[src/sbt_pkg.sv]
// Package for the boundary scan test port: codes, field layouts, map.
// Assumes a single system clock that oversamples the test clock pin.
package sbt_pkg;

  // ****************************************************************
  // Instruction register
  // ****************************************************************
  localparam int IR_W = 3;
  localparam logic [2:0] IR_EXTEST = 3'h0;
  localparam logic [2:0] IR_IDCODE = 3'h1;
  localparam logic [2:0] IR_SAMPZ = 3'h2;
  localparam logic [2:0] IR_SAMPLE = 3'h4;
  localparam logic [2:0] IR_BYPASS = 3'h7;
  localparam logic [2:0] IR_CAPTURE = 3'h1;

  // ****************************************************************
  // Identification word layout
  // ****************************************************************
  localparam int ID_W = 32;
  localparam int ID_REV_LSB = 29;
  localparam int ID_DEV_LSB = 12;
  localparam int ID_MFR_LSB = 1;
  localparam logic ID_PRESENT = 1'b1;

  // ****************************************************************
  // Boundary chain
  // ****************************************************************
  localparam int BSR_LEN_DEF = 89;
  localparam int BSR_OE_CELL_DEF = 89;

  // ****************************************************************
  // Register map, byte offsets
  // ****************************************************************
  localparam logic [3:0] OFS_CTRL = 4'h0;
  localparam logic [3:0] OFS_STATUS = 4'h4;
  localparam logic [3:0] OFS_ID = 4'h8;
  localparam int CTRL_TAP_RESET = 0;
  localparam logic CTRL_RESET_VAL = 1'b0;

  // ****************************************************************
  // Carriers and states
  // ****************************************************************
  typedef struct packed {
    logic tck;
    logic tms;
    logic tdi;
  } sbt_pins_t;

  typedef enum logic [3:0] {
    ST_TLR, ST_RTI, ST_SEL_DR, ST_CAP_DR, ST_SH_DR, ST_EX1_DR, ST_PA_DR,
    ST_EX2_DR, ST_UPD_DR, ST_SEL_IR, ST_CAP_IR, ST_SH_IR, ST_EX1_IR,
    ST_PA_IR, ST_EX2_IR, ST_UPD_IR
  } sbt_state_t;

  typedef struct packed {
    logic tdo_oe;
    logic [2:0] instr;
    logic [3:0] state;
  } sbt_status_t;

endpackage

[src/sbt_tap.sv]
// Test access port of a pipelined memory: TAP controller, instruction,
// bypass, identification and boundary registers, Avalon-MM status port.
// Assumes test pins arrive from outside and are oversampled by i_clock.
// Assumes each TCK phase lasts at least two i_clock cycles.
// Only pin controls reach the memory; its array lives elsewhere.
//
// The Avalon-MM slave port and the address map were left to the implementer.
`timescale 1ns/1ps
`default_nettype none

module sbt_tap #(
  parameter int BSR_LEN = sbt_pkg::BSR_LEN_DEF,
  parameter int BSR_OE_CELL = sbt_pkg::BSR_OE_CELL_DEF,
  parameter logic [2:0] ID_REV = 3'h0,
  parameter logic [16:0] ID_DEVICE = 17'h00ABC, // Value is arbitrary
  parameter logic [10:0] ID_MAKER = 11'h155 // Value is arbitrary
) (
  input wire logic i_clock,
  input wire logic i_rstn,
  // Avalon-MM slave
  input wire logic [3:0] i_address,
  input wire logic i_read,
  input wire logic i_write,
  input wire logic [31:0] i_writedata,
  input wire logic [3:0] i_byteenable,
  output logic [31:0] o_readdata,
  output logic o_waitrequest,
  // Test pins
  input wire logic i_tck,
  input wire logic i_tms,
  input wire logic i_tdi,
  output logic o_tdo,
  output logic o_tdo_oe,
  // I/O ring
  input wire logic [BSR_LEN-1:0] i_ring,
  output logic [BSR_LEN-1:0] o_cell_drive,
  output logic o_extest,
  output logic o_q_drive_en
);
  import sbt_pkg::*;

  // ****************************************************************
  // Parameter check
  // ****************************************************************
  // Refuse chains without room for the enable cell
  generate
    if (BSR_OE_CELL < 1 || BSR_OE_CELL > BSR_LEN || BSR_LEN < 2)
    begin : g_bad
      $error("boundary chain length or enable cell out of range");
    end
  endgenerate

  // Identification fields must tile the word exactly
  generate
    if (ID_MFR_LSB + $bits(ID_MAKER) != ID_DEV_LSB ||
        ID_DEV_LSB + $bits(ID_DEVICE) != ID_REV_LSB ||
        ID_REV_LSB + $bits(ID_REV) != ID_W)
    begin : g_bad_id
      $error("identification fields do not tile the word");
    end
  endgenerate

  localparam int OE_IDX = BSR_OE_CELL - 1;
  localparam logic [ID_W-1:0] ID_WORD =
    {ID_REV, ID_DEVICE, ID_MAKER, ID_PRESENT};

  // ****************************************************************
  // Pin synchronisers and test clock edges
  // ****************************************************************
  sbt_pins_t pin_s1;
  sbt_pins_t pin_s2;
  logic tck_q;
  logic ctrl_tap_reset;

  // Two stages before any use
  // All three pins share one delay, so TMS and TDI stay aligned to TCK
  always_ff @(posedge i_clock)
  begin
    if (!i_rstn)
    begin
      pin_s1 <= '0;
      pin_s2 <= '0;
      tck_q <= 1'b0;
    end
    else
    begin
      pin_s1 <= '{tck: i_tck, tms: i_tms, tdi: i_tdi};
      pin_s2 <= pin_s1;
      tck_q <= pin_s2.tck;
    end
  end

  // Edges and data taken from the same delayed sample
  wire tck_rise = pin_s2.tck & ~tck_q;
  wire tck_fall = ~pin_s2.tck & tck_q;
  wire tms = pin_s2.tms;
  wire tdi = pin_s2.tdi;

  // ****************************************************************
  // TAP controller
  // ****************************************************************
  sbt_state_t state;
  sbt_state_t next_state;

  // Standard transitions on sampled TMS
  // Five TMS-high rises reach Test-Logic-Reset from every state
  always_comb
  begin
    case (state)
      ST_TLR: next_state = tms ? ST_TLR : ST_RTI;
      ST_RTI: next_state = tms ? ST_SEL_DR : ST_RTI;
      ST_SEL_DR: next_state = tms ? ST_SEL_IR : ST_CAP_DR;
      ST_CAP_DR: next_state = tms ? ST_EX1_DR : ST_SH_DR;
      ST_SH_DR: next_state = tms ? ST_EX1_DR : ST_SH_DR;
      ST_EX1_DR: next_state = tms ? ST_UPD_DR : ST_PA_DR;
      ST_PA_DR: next_state = tms ? ST_EX2_DR : ST_PA_DR;
      ST_EX2_DR: next_state = tms ? ST_UPD_DR : ST_SH_DR;
      ST_UPD_DR: next_state = tms ? ST_SEL_DR : ST_RTI;
      ST_SEL_IR: next_state = tms ? ST_TLR : ST_CAP_IR;
      ST_CAP_IR: next_state = tms ? ST_EX1_IR : ST_SH_IR;
      ST_SH_IR: next_state = tms ? ST_EX1_IR : ST_SH_IR;
      ST_EX1_IR: next_state = tms ? ST_UPD_IR : ST_PA_IR;
      ST_PA_IR: next_state = tms ? ST_EX2_IR : ST_PA_IR;
      ST_EX2_IR: next_state = tms ? ST_UPD_IR : ST_SH_IR;
      ST_UPD_IR: next_state = tms ? ST_SEL_DR : ST_RTI;
      default: next_state = ST_TLR;
    endcase
  end

  // State advances only on test clock rise
  // Soft reset holds the controller in Test-Logic-Reset
  always_ff @(posedge i_clock)
  begin
    if (!i_rstn || ctrl_tap_reset)
      state <= ST_TLR;
    else if (tck_rise)
      state <= next_state;
  end

  // ****************************************************************
  // State decode
  // ****************************************************************
  // One wire per state that other logic acts on
  wire in_tlr = (state == ST_TLR);
  wire in_cap_ir = (state == ST_CAP_IR);
  wire in_sh_ir = (state == ST_SH_IR);
  wire in_upd_ir = (state == ST_UPD_IR);
  wire in_cap_dr = (state == ST_CAP_DR);
  wire in_sh_dr = (state == ST_SH_DR);
  wire in_upd_dr = (state == ST_UPD_DR);

  // ****************************************************************
  // Instruction register
  // ****************************************************************
  logic [IR_W-1:0] ir_shift;
  logic [IR_W-1:0] instr;

  // Capture, shift, update; reset reloads IDCODE
  always_ff @(posedge i_clock)
  begin
    if (!i_rstn || in_tlr)
    begin
      ir_shift <= IR_CAPTURE;
      instr <= IR_IDCODE;
    end
    else if (tck_rise)
    begin
      if (in_cap_ir)
        ir_shift <= IR_CAPTURE;
      else if (in_sh_ir)
        ir_shift <= {tdi, ir_shift[IR_W-1:1]};
      else if (in_upd_ir)
        instr <= ir_shift;
    end
  end

  // Decode; reserved codes fall back to bypass
  // Current instruction only, never the shifter contents
  wire is_extest = (instr == IR_EXTEST);
  wire is_sampz = (instr == IR_SAMPZ);
  wire is_sample = (instr == IR_SAMPLE);
  wire sel_id = (instr == IR_IDCODE);
  wire sel_bsr = is_extest | is_sampz | is_sample;
  wire sel_byp = ~sel_id & ~sel_bsr;

  // ****************************************************************
  // Data registers
  // ****************************************************************
  logic bypass_bit;
  logic [ID_W-1:0] id_shift;
  logic [BSR_LEN-1:0] bsr_shift;
  logic [BSR_LEN-1:0] bsr_latch;

  // Data register strobes on test clock rise
  wire dr_cap = tck_rise & in_cap_dr;
  wire dr_sh = tck_rise & in_sh_dr;
  wire dr_upd = tck_rise & in_upd_dr;

  // Bypass stage
  // Reserved codes land here too, one register stays in the path
  always_ff @(posedge i_clock)
  begin
    if (!i_rstn)
      bypass_bit <= 1'b0;
    else if (dr_cap && sel_byp)
      bypass_bit <= 1'b0;
    else if (dr_sh && sel_byp)
      bypass_bit <= tdi;
  end

  // Identification shifter
  // Reloaded at reset so a scan straight after reads the word
  always_ff @(posedge i_clock)
  begin
    if (!i_rstn)
      id_shift <= ID_WORD;
    else if (dr_cap && sel_id)
      id_shift <= ID_WORD;
    else if (dr_sh && sel_id)
      id_shift <= {tdi, id_shift[ID_W-1:1]};
  end

  // Boundary shifter: ring snapshot, memory path untouched
  // Capture only samples the ring; no pin is driven from here
  always_ff @(posedge i_clock)
  begin
    if (!i_rstn)
      bsr_shift <= '0;
    else if (dr_cap && sel_bsr)
      bsr_shift <= i_ring;
    else if (dr_sh && sel_bsr)
      bsr_shift <= {tdi, bsr_shift[BSR_LEN-1:1]};
  end

  // Latched cell outputs; enable cell preset high on reset
  // Latches move only at Update-DR and Test-Logic-Reset, so shifting never disturbs pins
  always_ff @(posedge i_clock)
  begin
    if (!i_rstn || in_tlr)
    begin
      bsr_latch <= '0;
      bsr_latch[OE_IDX] <= 1'b1;
    end
    else if (dr_upd && sel_bsr)
      bsr_latch <= bsr_shift;
  end

  // Serial source of the selected register
  wire dr_lsb = sel_bsr ? bsr_shift[0] : (sel_id ? id_shift[0] : bypass_bit);
  wire next_tdo = in_sh_ir ? ir_shift[0] : dr_lsb;
  wire next_tdo_oe = in_sh_ir | in_sh_dr;

  // ****************************************************************
  // TDO on test clock fall
  // ****************************************************************
  // Changed after the fall so the host finds them settled at the rise
  always_ff @(posedge i_clock)
  begin
    if (!i_rstn)
    begin
      o_tdo <= 1'b0;
      o_tdo_oe <= 1'b0;
    end
    else if (tck_fall)
    begin
      o_tdo <= next_tdo;
      o_tdo_oe <= next_tdo_oe;
    end
  end

  // ****************************************************************
  // Memory pin controls
  // ****************************************************************
  // Sample Z wins; EXTEST obeys the latched enable cell
  wire next_q_en = is_sampz ? 1'b0 : (is_extest ? bsr_latch[OE_IDX] : 1'b1);

  // Registered steering of ring drivers
  // Registered so the memory sees clean enables
  always_ff @(posedge i_clock)
  begin
    if (!i_rstn)
    begin
      o_cell_drive <= '0;
      o_extest <= 1'b0;
      o_q_drive_en <= 1'b1;
    end
    else
    begin
      o_cell_drive <= bsr_latch;
      o_extest <= is_extest;
      o_q_drive_en <= next_q_en;
    end
  end

  // ****************************************************************
  // Avalon-MM slave
  // ****************************************************************
  // Status word gathered for software
  sbt_status_t status;
  assign status = '{tdo_oe: o_tdo_oe, instr: instr, state: state};

  // Access decode; waitrequest low marks the answering cycle
  wire acc = (i_read | i_write) & o_waitrequest;
  wire wr_done = i_write & ~o_waitrequest;
  wire hit_ctrl = (i_address == OFS_CTRL);
  wire hit_status = (i_address == OFS_STATUS);
  wire hit_id = (i_address == OFS_ID);

  // Read value per register, then pick by address
  wire [31:0] rd_ctrl = {31'h0, ctrl_tap_reset};
  wire [31:0] rd_status = {24'h0, status};
  wire [31:0] rd_id = ID_WORD;
  wire [31:0] next_readdata =
    hit_ctrl ? rd_ctrl :
    hit_status ? rd_status :
    hit_id ? rd_id : 32'h0;

  // One wait state per access
  // Read data loads in the cycle waitrequest falls
  always_ff @(posedge i_clock)
  begin
    if (!i_rstn)
    begin
      o_waitrequest <= 1'b1;
      o_readdata <= 32'h0;
    end
    else
    begin
      o_waitrequest <= ~acc;
      if (acc && i_read)
        o_readdata <= next_readdata;
    end
  end

  // Control register write
  // Writing one holds the TAP in reset until software clears it
  always_ff @(posedge i_clock)
  begin
    if (!i_rstn)
      ctrl_tap_reset <= CTRL_RESET_VAL;
    else if (wr_done && hit_ctrl && i_byteenable[0])
      ctrl_tap_reset <= i_writedata[CTRL_TAP_RESET];
  end

endmodule

`default_nettype wire

[config.mk]
export PLATFORM = sky130hd
export DESIGN_NAME = sbt_tap
export DESIGN_NICKNAME = d
export VERILOG_FILES = /design/src/sbt_pkg.sv /design/src/sbt_tap.sv
export SDC_FILE = /design/constraint.sdc
export NUM_CORES = 1
export LEC_CHECK = 0
export BUFFER_PORTS_ARGS = -buffer_cell sky130_fd_sc_hd__buf_2
export CORE_MARGIN = 3
export CORE_UTILIZATION = 30
export DETAILED_ROUTE_END_ITERATION = 10
export PLACE_DENSITY = 0.51
export SYNTH_ARGS = -nofsm -noshare
export SYNTH_HDL_FRONTEND = slang
export SYNTH_SLANG_ARGS = --single-unit
export TNS_END_PERCENT = 1
[constraint.sdc]
create_clock -name i_clock -period 2.25 [get_ports i_clock]
set_input_delay 0.1125 -clock i_clock [delete_from_list [all_inputs] [get_ports i_clock]]
set_output_delay 0.1125 -clock i_clock [all_outputs]
set_load 0.03 [all_outputs]
; ---- Word level (Yosys, flattened, before mapping)
; Cells that the tools add are included.
[totals]
reg_bits = 355
inputBits = 136
output_inout_bits = 126
word_cells = 113
[classes]
eq_ne = 20
muxes = 25
n_bitwise = 21
n_reduce_logical = 25
[ops]
columns = operator, n
row1 = two-way mux 89 bit, 2
row2 = two-way mux 24 bit, 3
row3 = one-hot mux 4 bit (12 select lines), 1
row4 = == test 4 bit (second input constant), 9
row5 = == test 4 x 3 -> 1 bit (second input constant), 5
row6 = two-way mux 4 bit, 4
row7 = two-way mux 3 bit, 4
row8 = logical AND 1 bit, 10
row9 = inverter 1 bit, 9
row10 = bitwise AND 1 bit, 8
row11 = == test 4 x 2 -> 1 bit (second input constant), 2
row12 = logical NOT 4 bit, 2
row13 = two-way mux 1 bit, 8
row14 = OR reduction 2 bit, 4
row15 = two-way mux 2 bit, 3
row16 = == test 4 x 1 -> 1 bit (second input constant), 1
row17 = bitwise OR 1 bit, 4
row18 = AND reduction 4 bit, 1
row19 = nonzero test 2 bit, 2
row20 = == test 3 x 1 -> 1 bit (second input constant), 1
row21 = == test 3 x 2 -> 1 bit (second input constant), 1
row22 = == test 3 bit (second input constant), 1
row23 = logical NOT 3 bit, 1
row24 = OR reduction 3 bit, 1
row25 = 3 further kinds, 4

; ---- Longest topological paths before layout
; Gate-level depths: netlist (run 1).
[depth]
ltp_word = 7
ltp_mapped = 9
mapped_depth_nobuf = 4

; ---- Least setup slack after synthesis (run 1)
; Ideal clock, no wire load.
[synth_path]
kind = reg-to-reg
startpoint = reg state[1]
endpoint = reg id_shift[18]
setup_ps = 120
t_arrival_ps = 1686
required_time_ps = 2130
slack_ps = 444
stages_incl_launch_ff = 8
n_path_buf = 3
synth_period_minus_slack_ps = 1806
cell_sequence = dfxtp_1 buf_4 inv_1 or4b_1 buf_2 o21ai_4 buf_2 a21oi_1
[synth_via]
elab_chain_len = 4
elab_cells_between_ends = 7
cone_classes = 2 x eq/ne / 2 x bitwise / 3 x reduce/logical
[synth_rtl]
columns = item, line
row1 = start: declaration, sbt_tap.sv:102  ; sbt_state_t state;
row2 = start signal: assignment, sbt_tap.sv:137  ; state <= next_state;
row3 = == test 4 x 2 -> 1 bit, sbt_tap.sv:148  ; wire in_cap_dr = (state == ST_CAP_DR);
row4 = bitwise AND 1 bit, sbt_tap.sv:195  ; wire dr_cap = tck_rise & in_cap_dr;
row5 = logical AND 1 bit, sbt_tap.sv:217  ; else if (dr_cap && sel_id)
row6 = OR reduction 2 bit (no line), n/a
row7 = end signal: assignment, sbt_tap.sv:220  ; id_shift <= {tdi, id_shift[ID_W-1:1]};
row8 = end: declaration, sbt_tap.sv:190  ; logic [ID_W-1:0] id_shift;
; Several ways; a longest one is shown, not always the timed one.
; A chain may end at the register's enable or synchronous reset.

; ---- Final worst setup path (run 1)
[layout_path]
startpoint = reg state[1]
endpoint = reg bsr_shift[25]
[layout_via]
elab_chain_len = 4
elab_cells_between_ends = 8
cone_classes = 2 x eq/ne / 1 x mux / 2 x bitwise / 3 x reduce/logical
[layout_rtl]
columns = item, line
row1 = == test 4 x 2 -> 1 bit or == test 4 x 3 -> 1 bit (tied branches), "sbt_tap.sv:148, sbt_tap.sv:149"
row2 = "bitwise AND 1 bit, on equally long branches", "sbt_tap.sv:195, sbt_tap.sv:196"
row3 = "logical AND 1 bit, on equally long branches", "sbt_tap.sv:229, sbt_tap.sv:231"
row4 = two-way mux 89 bit or nonzero test 2 bit (tied branches), n/a
row5 = end signal: assignment, sbt_tap.sv:230  ; bsr_shift <= i_ring;
row6 = end signal: assignment, sbt_tap.sv:232  ; bsr_shift <= {tdi, bsr_shift[BSR_LEN-1:1]};
row7 = end: declaration, sbt_tap.sv:191  ; logic [BSR_LEN-1:0] bsr_shift;
; Several ways; a longest one is shown, not always the timed one.

==> reports/results.ini, run 1 <==
[yosys]
yosys-top-cells-area = dfxtp_1, nand2_1, a311oi_1
synthSimpleGateAreaFrac_pct = 25.0
synth_common_cells = nand2_1, dfxtp_1, a21oi_1, nor2_1, and2_1
synth_top_family_by_area = simple AND/OR/NAND/NOR gates
synth_seq_cells = 332
synthAdderAreaFrac_pct = 0.0834
synth_mux_area_share_pct = 0.250
postSynth.asyncResetShare_pct = 0
yosysMostFrequentCell = nand2_1
synthesis.area_mm2 = 0.0120
synth_cell_types = 48
synth_compound_gate_area_share_pct = 13.6
syn_avg_cell_area_um2 = 8.47
synth_edf_count = 0
ys_warn_count = 0
synth-xor-area-share_pct = 0.146
syn_inst = 1417
yosysTopAreaCellShare_pct = 55.4
ys_seq_area_share_pct = 55.4
yosysTopAreaCell = dfxtp_1
synth_ff_type = dfxtp_1

[setup_path]
crit_fanout = 68
path_cells = inv_1 -> or4b_4 -> buf_12 -> nand2_1 -> a311oi_1
cp.arrival_ns = 2.42
cp-start-kind = flip-flop
rrSetupSlack_ns = 0.22
cp-startpoint = state[1]
cp_slowest_cell = or4b_4
endpoint_kind = flip-flop
worstSetupPathType = flip-flop to flip-flop
required_ns = 2.65
r2r_start = state[1]
cpPeakStageDelay_ns = 0.65

[floorplan]
core_mm2 = 0.0391
die_h_um = 206
fp.dieArea_mm2 = 0.0424
start_util_pct = 30.7
num_rows = 72
die_w_um = 206
io_pins = 262

[sta]
final.setup.tns_ns = 0
fmax_mhz = 493
setup_ws_ns = 0.221
fin_skew_ns = 0.0179
max-slew-margin-rel_pct = 51.1
setup_viol = 0
hold_violations = 0
max_slew.worst_pin.slew_ns = 0.733
slew_violations = 0
period_share_pct = 90.2
rsz0062_at_grt = false
fin_crit_ns = 2.03

[job]
max-cap-violations = 0

[power_and_ir_drop]
swShare_pct = 21.0
power_density_mw_per_mm2 = 819
peakVddDrop_v = 0.000454
intPower_uw = 10200
netSwitchingPower_uw = 2720
leakage_uw = 0.00581
pwr-share-comb_pct = 3.8
p_seq_share_pct = 45.7
p_clk_share_pct = 50.5

[clocking]
cts_buffers = 38
cts_root_buf = clkbuf_16
post_cts_resized = 0
clock_latency_ns = 0.54
cts_buffer_depth = 3
postCtsSetupBuffers = 0
cts_tree = done
cts.sinks = 332
hold_buffers = 98
clk_pin_slew_ns = 0.06
h-tree-depth = 2

[status]
status = complete, no violations

[cells_and_area]
layout.nets = 1814
finish.utilization_pct = 40.4
antenna_cells = 0
seqCellArea_mm2 = 0.00665
fillers = 4013
multiInputGateArea_mm2 = 0.00477
drive_above_1_share_pct = 18.1
syn2layout_area_growth_pct = 31.7

[grt]
grt_pass1_wl_um = 51900
grt_overflow = 0
track_usage_pct = 15.3
grt_pass1_vias = 9759
grt_max_degree = 74
antenna_found_initial = 0

[detailed_routing]
dr.pass1.iters = 6
drt_wl_total_um = 33200
drc_errors = 0
wl_per_cell_um = 14.9
antenna_left = 0
drtIter0Drc = 508
viasPerCell = 4.59
vias = 10200

[placed_design]
dp_hpwl_um = 20100
gp_congestion = 0.754
port_buffers = 211
place_ws_ns = 0.285

[worst_hold_path]
hold_class = input port to flip-flop
hp-start = i_rstn

sequential cells by signal (all words and copies together), names as in the netlist, 3 cells and up:
register      cells
bsr_latch        89
bsr_shift        89
o_cell_drive     89
id_shift         32
o_readdata        9
state             4
instr             3
ir_shift          3
pin_s1            3
per-layer routing:
metal  track usage [%]  part of all wire [%]  vias to the layer above
met5                 0                     0                        -
met4              4.82                   2.3                        0
met3              3.64                   5.4                       56
met2              25.5                    46                      230
met1              19.8                    47                     4721
li1                  -                     -                     5190
power groups by stage:
| stage | logic [µW] | clock network, µW | registers [µW] |
|---|---|---|---|
| after floorplan | 178 | 0 | 6060 |
| after global placement | 358 | 0 | 6040 |
| after detailed placement | 358 | 0 | 6040 |
| after CTS | 489 | 6790 | 5910 |
| after global routing | 525 | 6970 | 5910 |
| final | 486 | 6540 | 5910 |
metrics by stage:
stage	cell area, µm²	hold slack [ns]	cells	total power (µW)
floorplan	12100	0.228	1432	6240
global placement	13500	0.330	2058	6400
detailed placement	13500	0.331	2058	6400
CTS	15800	0.00443	2223	13200
global route	15800	0.0342	2223	13400
finish	15800	0.0450	2223	12900
path summary, 6_finish.rpt:
kind	end	cells past startpoint
worst min register to register	pin_s2[2]	1
worst max-delay path	bsr_shift[25]	5
worst max register to register	bsr_shift[25]	5
worst min-delay path	ctrl_tap_reset	3
area by class of cell:
class                   instances  area share, %
well taps                     518           4.10
clock inverters                 7          0.871
multi-input cells             962           30.2
flip-flops and latches        332           42.1
clock buffers                  60           7.58
inverters                       4          0.111
repair buffers                340           15.1
worst max-delay path, delay by kind of cell, from the launching register on:
family | cells | cell delay, ns
AO/OA/AOI/OAI | 1 | 0.10
buffers and inverters | 2 | 0.39
flip-flops | 1 | 0.50
AND/OR/NAND/NOR | 2 | 0.80
cells in the final DEF (no fill, tap or decap), types with 2 or more instances in the layout:
| cell type | n |
|---|---|
| nand2_1 | 439 |
| dfxtp_1 | 332 |
| buf_2 | 210 |
| a21oi_1 | 124 |
| nor2_1 | 100 |
| dlygate4sd3_1 | 98 |
| and2_1 | 97 |
| a311oi_1 | 89 |
| clkbuf_16 | 41 |
| buf_4 | 23 |
| nand3_1 | 20 |
| o21ai_0 | 17 |
| conb_1 | 16 |
| clkbuf_8 | 10 |
| clkbuf_1 | 9 |
| buf_12 | 9 |
| nand2b_1 | 7 |
| nor2b_1 | 6 |
| nor3_1 | 6 |
| a211oi_1 | 4 |
| bufinv_16 | 4 |
| inv_1 | 3 |
| nand4_1 | 3 |
| mux2i_1 | 3 |
| a31oi_1 | 3 |
| a221oi_1 | 2 |
| clkinv_2 | 2 |
cells by family (layout without fill, tap and decap cells):
group,after synthesis,after routing
compound gates,248,248
simple gates,692,692
flops,332,332
buf+inv,138,411
mux,3,3
xor+xnor,2,2
other cells,1,16
fa+ha+maj,1,1
Power figures use the tool's default switching activity.
==> run 2: changes to the inputs <==
CORE_ASPECT_RATIO = 0.9   (was default)
==> run 2 against run 1 <==
Via count rose by 0.53%. Largest cell class unchanged. Flip-flop and latch count did not move. Clock power fell by 10%. Register-to-register slack barely moved. Cell count rose by 0.31%. Global-route usage fell by 0.20 points. Largest power group is now registers. Combinational power rose by 0.8%. Maximum frequency rose by 0.71%. Highest routed layer unchanged.
==> reports/results.ini, run 2 (synthesis gave the netlist of run 1 again) <==
[status]
status = complete, no violations  ; unchanged

[detailed_routing]
wl_per_cell_um = 14.6  ; was 14.9 µm
dr.pass1.iters = 5  ; was 6
drtIter0Drc = 469  ; was 508
antenna_left = 0  ; unchanged
drc_errors = 0  ; unchanged
drt_wl_total_um = 32600  ; was 33200 µm
viasPerCell = 4.60  ; was 4.59
vias = 10300  ; was 10200

[grt]
track_usage_pct = 15.2  ; was 15.3%
grt_pass1_vias = 10100  ; was 9759
antenna_found_initial = 0  ; unchanged
grt_pass1_wl_um = 52900  ; was 51900 µm
grt_max_degree = 90  ; was 74
grt_overflow = 0  ; unchanged

[sta]
period_share_pct = 89.5  ; was 90.2%
rsz0062_at_grt = false  ; unchanged
fmax_mhz = 496  ; was 493 MHz
max_slew.worst_pin.slew_ns = 0.639  ; was 0.733 ns
hold_violations = 0  ; unchanged
hold_ws_ns = 0.0246  ; was 0.0450 ns
fin_crit_ns = 2.01  ; was 2.03 ns
fin_skew_ns = 0.0103  ; was 0.0179 ns
setup_viol = 0  ; unchanged
max-slew-margin-rel_pct = 57.4  ; was 51.1%
slew_violations = 0  ; unchanged
final.setup.tns_ns = 0  ; unchanged

[cells_and_area]
layout.cells.most_common = nand2_1  ; unchanged
layout.nets = 1815  ; was 1814
antenna_cells = 0  ; unchanged
fin_cells = 2230  ; was 2223
final_area_mm2 = 0.0157  ; was 0.0158 mm²
syn2layout_area_growth_pct = 30.9  ; was 31.7%
drive_above_1_share_pct = 17.9  ; was 18.1%
layout_common_cells = nand2_1, dfxtp_1, buf_2  ; unchanged
fillers = 3904  ; was 4013
top_regs = bsr_latch: 89 flops, bsr_shift: 89 flops, o_cell_drive: 89 flops  ; unchanged

[setup_path]
worstSetupPathType = flip-flop to flip-flop  ; unchanged
required_ns = 2.66  ; was 2.65 ns
r2r_cells = 5  ; unchanged
r2r-end = bsr_shift[53]  ; was bsr_shift[25]
cp.arrival_ns = 2.43  ; was 2.42 ns
rrSetupSlack_ns = 0.24  ; was 0.22 ns
cp-start-kind = flip-flop  ; unchanged
crit_fanout = 76  ; was 68
endpoint_kind = flip-flop  ; unchanged
r2r_start = state[3]  ; was state[1]

[worst_hold_path]
hold_class = input port to flip-flop  ; unchanged
hp-start = i_address[1]  ; was i_rstn
holdPathEnd = ctrl_tap_reset  ; unchanged
whs_path_depth = 5  ; was 3

[clocking]
clock_latency_ns = 0.51  ; was 0.54 ns
postCtsSetupBuffers = 0  ; unchanged
cts_buffer_depth = 3  ; unchanged
h-tree-depth = 2  ; unchanged
cts_tree = done  ; unchanged
cts_buffers = 38  ; unchanged
clk_pin_slew_ns = 0.06  ; about the same
cts_root_buf = clkbuf_16  ; unchanged
cts.sinks = 332  ; unchanged

[power_and_ir_drop]
power_density_mw_per_mm2 = 782  ; was 819 mW/mm²
leakage_uw = 0.00575  ; was 0.00581 µW
finalPower_uw = 12300  ; was 12900 µW
peakVddDrop_v = 0.000488  ; was 0.000454 V

[floorplan]
start_util_pct = 30.9  ; was 30.7%
die_w_um = 217  ; was 206 µm
fp.dieArea_mm2 = 0.0424  ; about the same
die_h_um = 196  ; was 206 µm
num_rows = 68  ; was 72
io_pins = 262  ; unchanged
core_mm2 = 0.0389  ; was 0.0391 mm²

[placed_design]
dp_hpwl_um = 19600  ; was 20100 µm
port_buffers = 211  ; unchanged
dpl-instance-area_mm2 = 0.0135  ; about the same
place_inst = 2062  ; was 2058
gp_congestion = 0.758  ; was 0.754

[job]
max-cap-violations = 0  ; unchanged

run 2: cell types whose count changed in the layout (fill, tap and decap cells not counted), sizes merged, moves of 2 or more:
cell	before	now
clkinv	2	6
dlygate4sd3	98	102
buf	242	239
clkinvlp	1	3
bufinv	4	1
clkbuf	60	55
run 2: area by class of cell:
| class | instances | area (µm²) | share of cell area [%] |
|---|---|---|---|
| sequential | 332 | 6650 | 42.3 |
| clock inverter | 11 | 95.1 | 0.606 |
| tap | 525 | 657 | 4.18 |
| inverter | 4 | 17.5 | 0.112 |
| clock buffer | 55 | 1100 | 6.98 |
| timing repair buffer | 341 | 2410 | 15.4 |
| multi-input combinational | 962 | 4780 | 30.4 |
run 2: routing by layer:
metal  wire length (µm)  track usage (%)
met5                  0                0
met4                598             3.87
met3               1590             2.90
met2              15100             25.5
met1              15300             20.0
run 2: worst max-delay path by stage:
stage,startpoint,to,slack (ns),depth (start not counted)
final,state[3],bsr_shift[53],0.24,5
after global routing,state[3],bsr_shift[65],0.08,5
after CTS,i_address[2],o_readdata[0],0.09,7
after detailed placement,state[3],bsr_shift[48],0.29,5
after global placement,state[1],bsr_shift[2],0.31,5
after floorplan,state[1],id_shift[18],0.44,7
run 2: through the flow:
| stage | utilization [%] | worst slack (ns) |
|---|---|---|
| floorplan | - | 0.444 |
| global placement | 34.7 | 0.313 |
| detailed placement | 34.7 | 0.292 |
| CTS | 40.4 | 0.0862 |
| global route | 40.4 | 0.0785 |
| finish | 40.4 | 0.236 |
run 2: where the power goes:
part,internal (µW),switching (µW)
Combinational,227,263
Clock,3500,2370
Sequential,5900,15.7
run 2: worst max-delay path, stage by stage, from the launching register on:
cell	delay (ns)
dfxtp_1	0.51
and4bb_4	0.48
o211a_4	0.22
buf_12	0.28
nor2_1	0.08
a311oi_1	0.28
run 2: repair_timing:
action	in CTS	in global routing
hold endpoints to repair	97	0
hold buffers	102	0
resized for setup	0	1
setup endpoints to repair	0	1
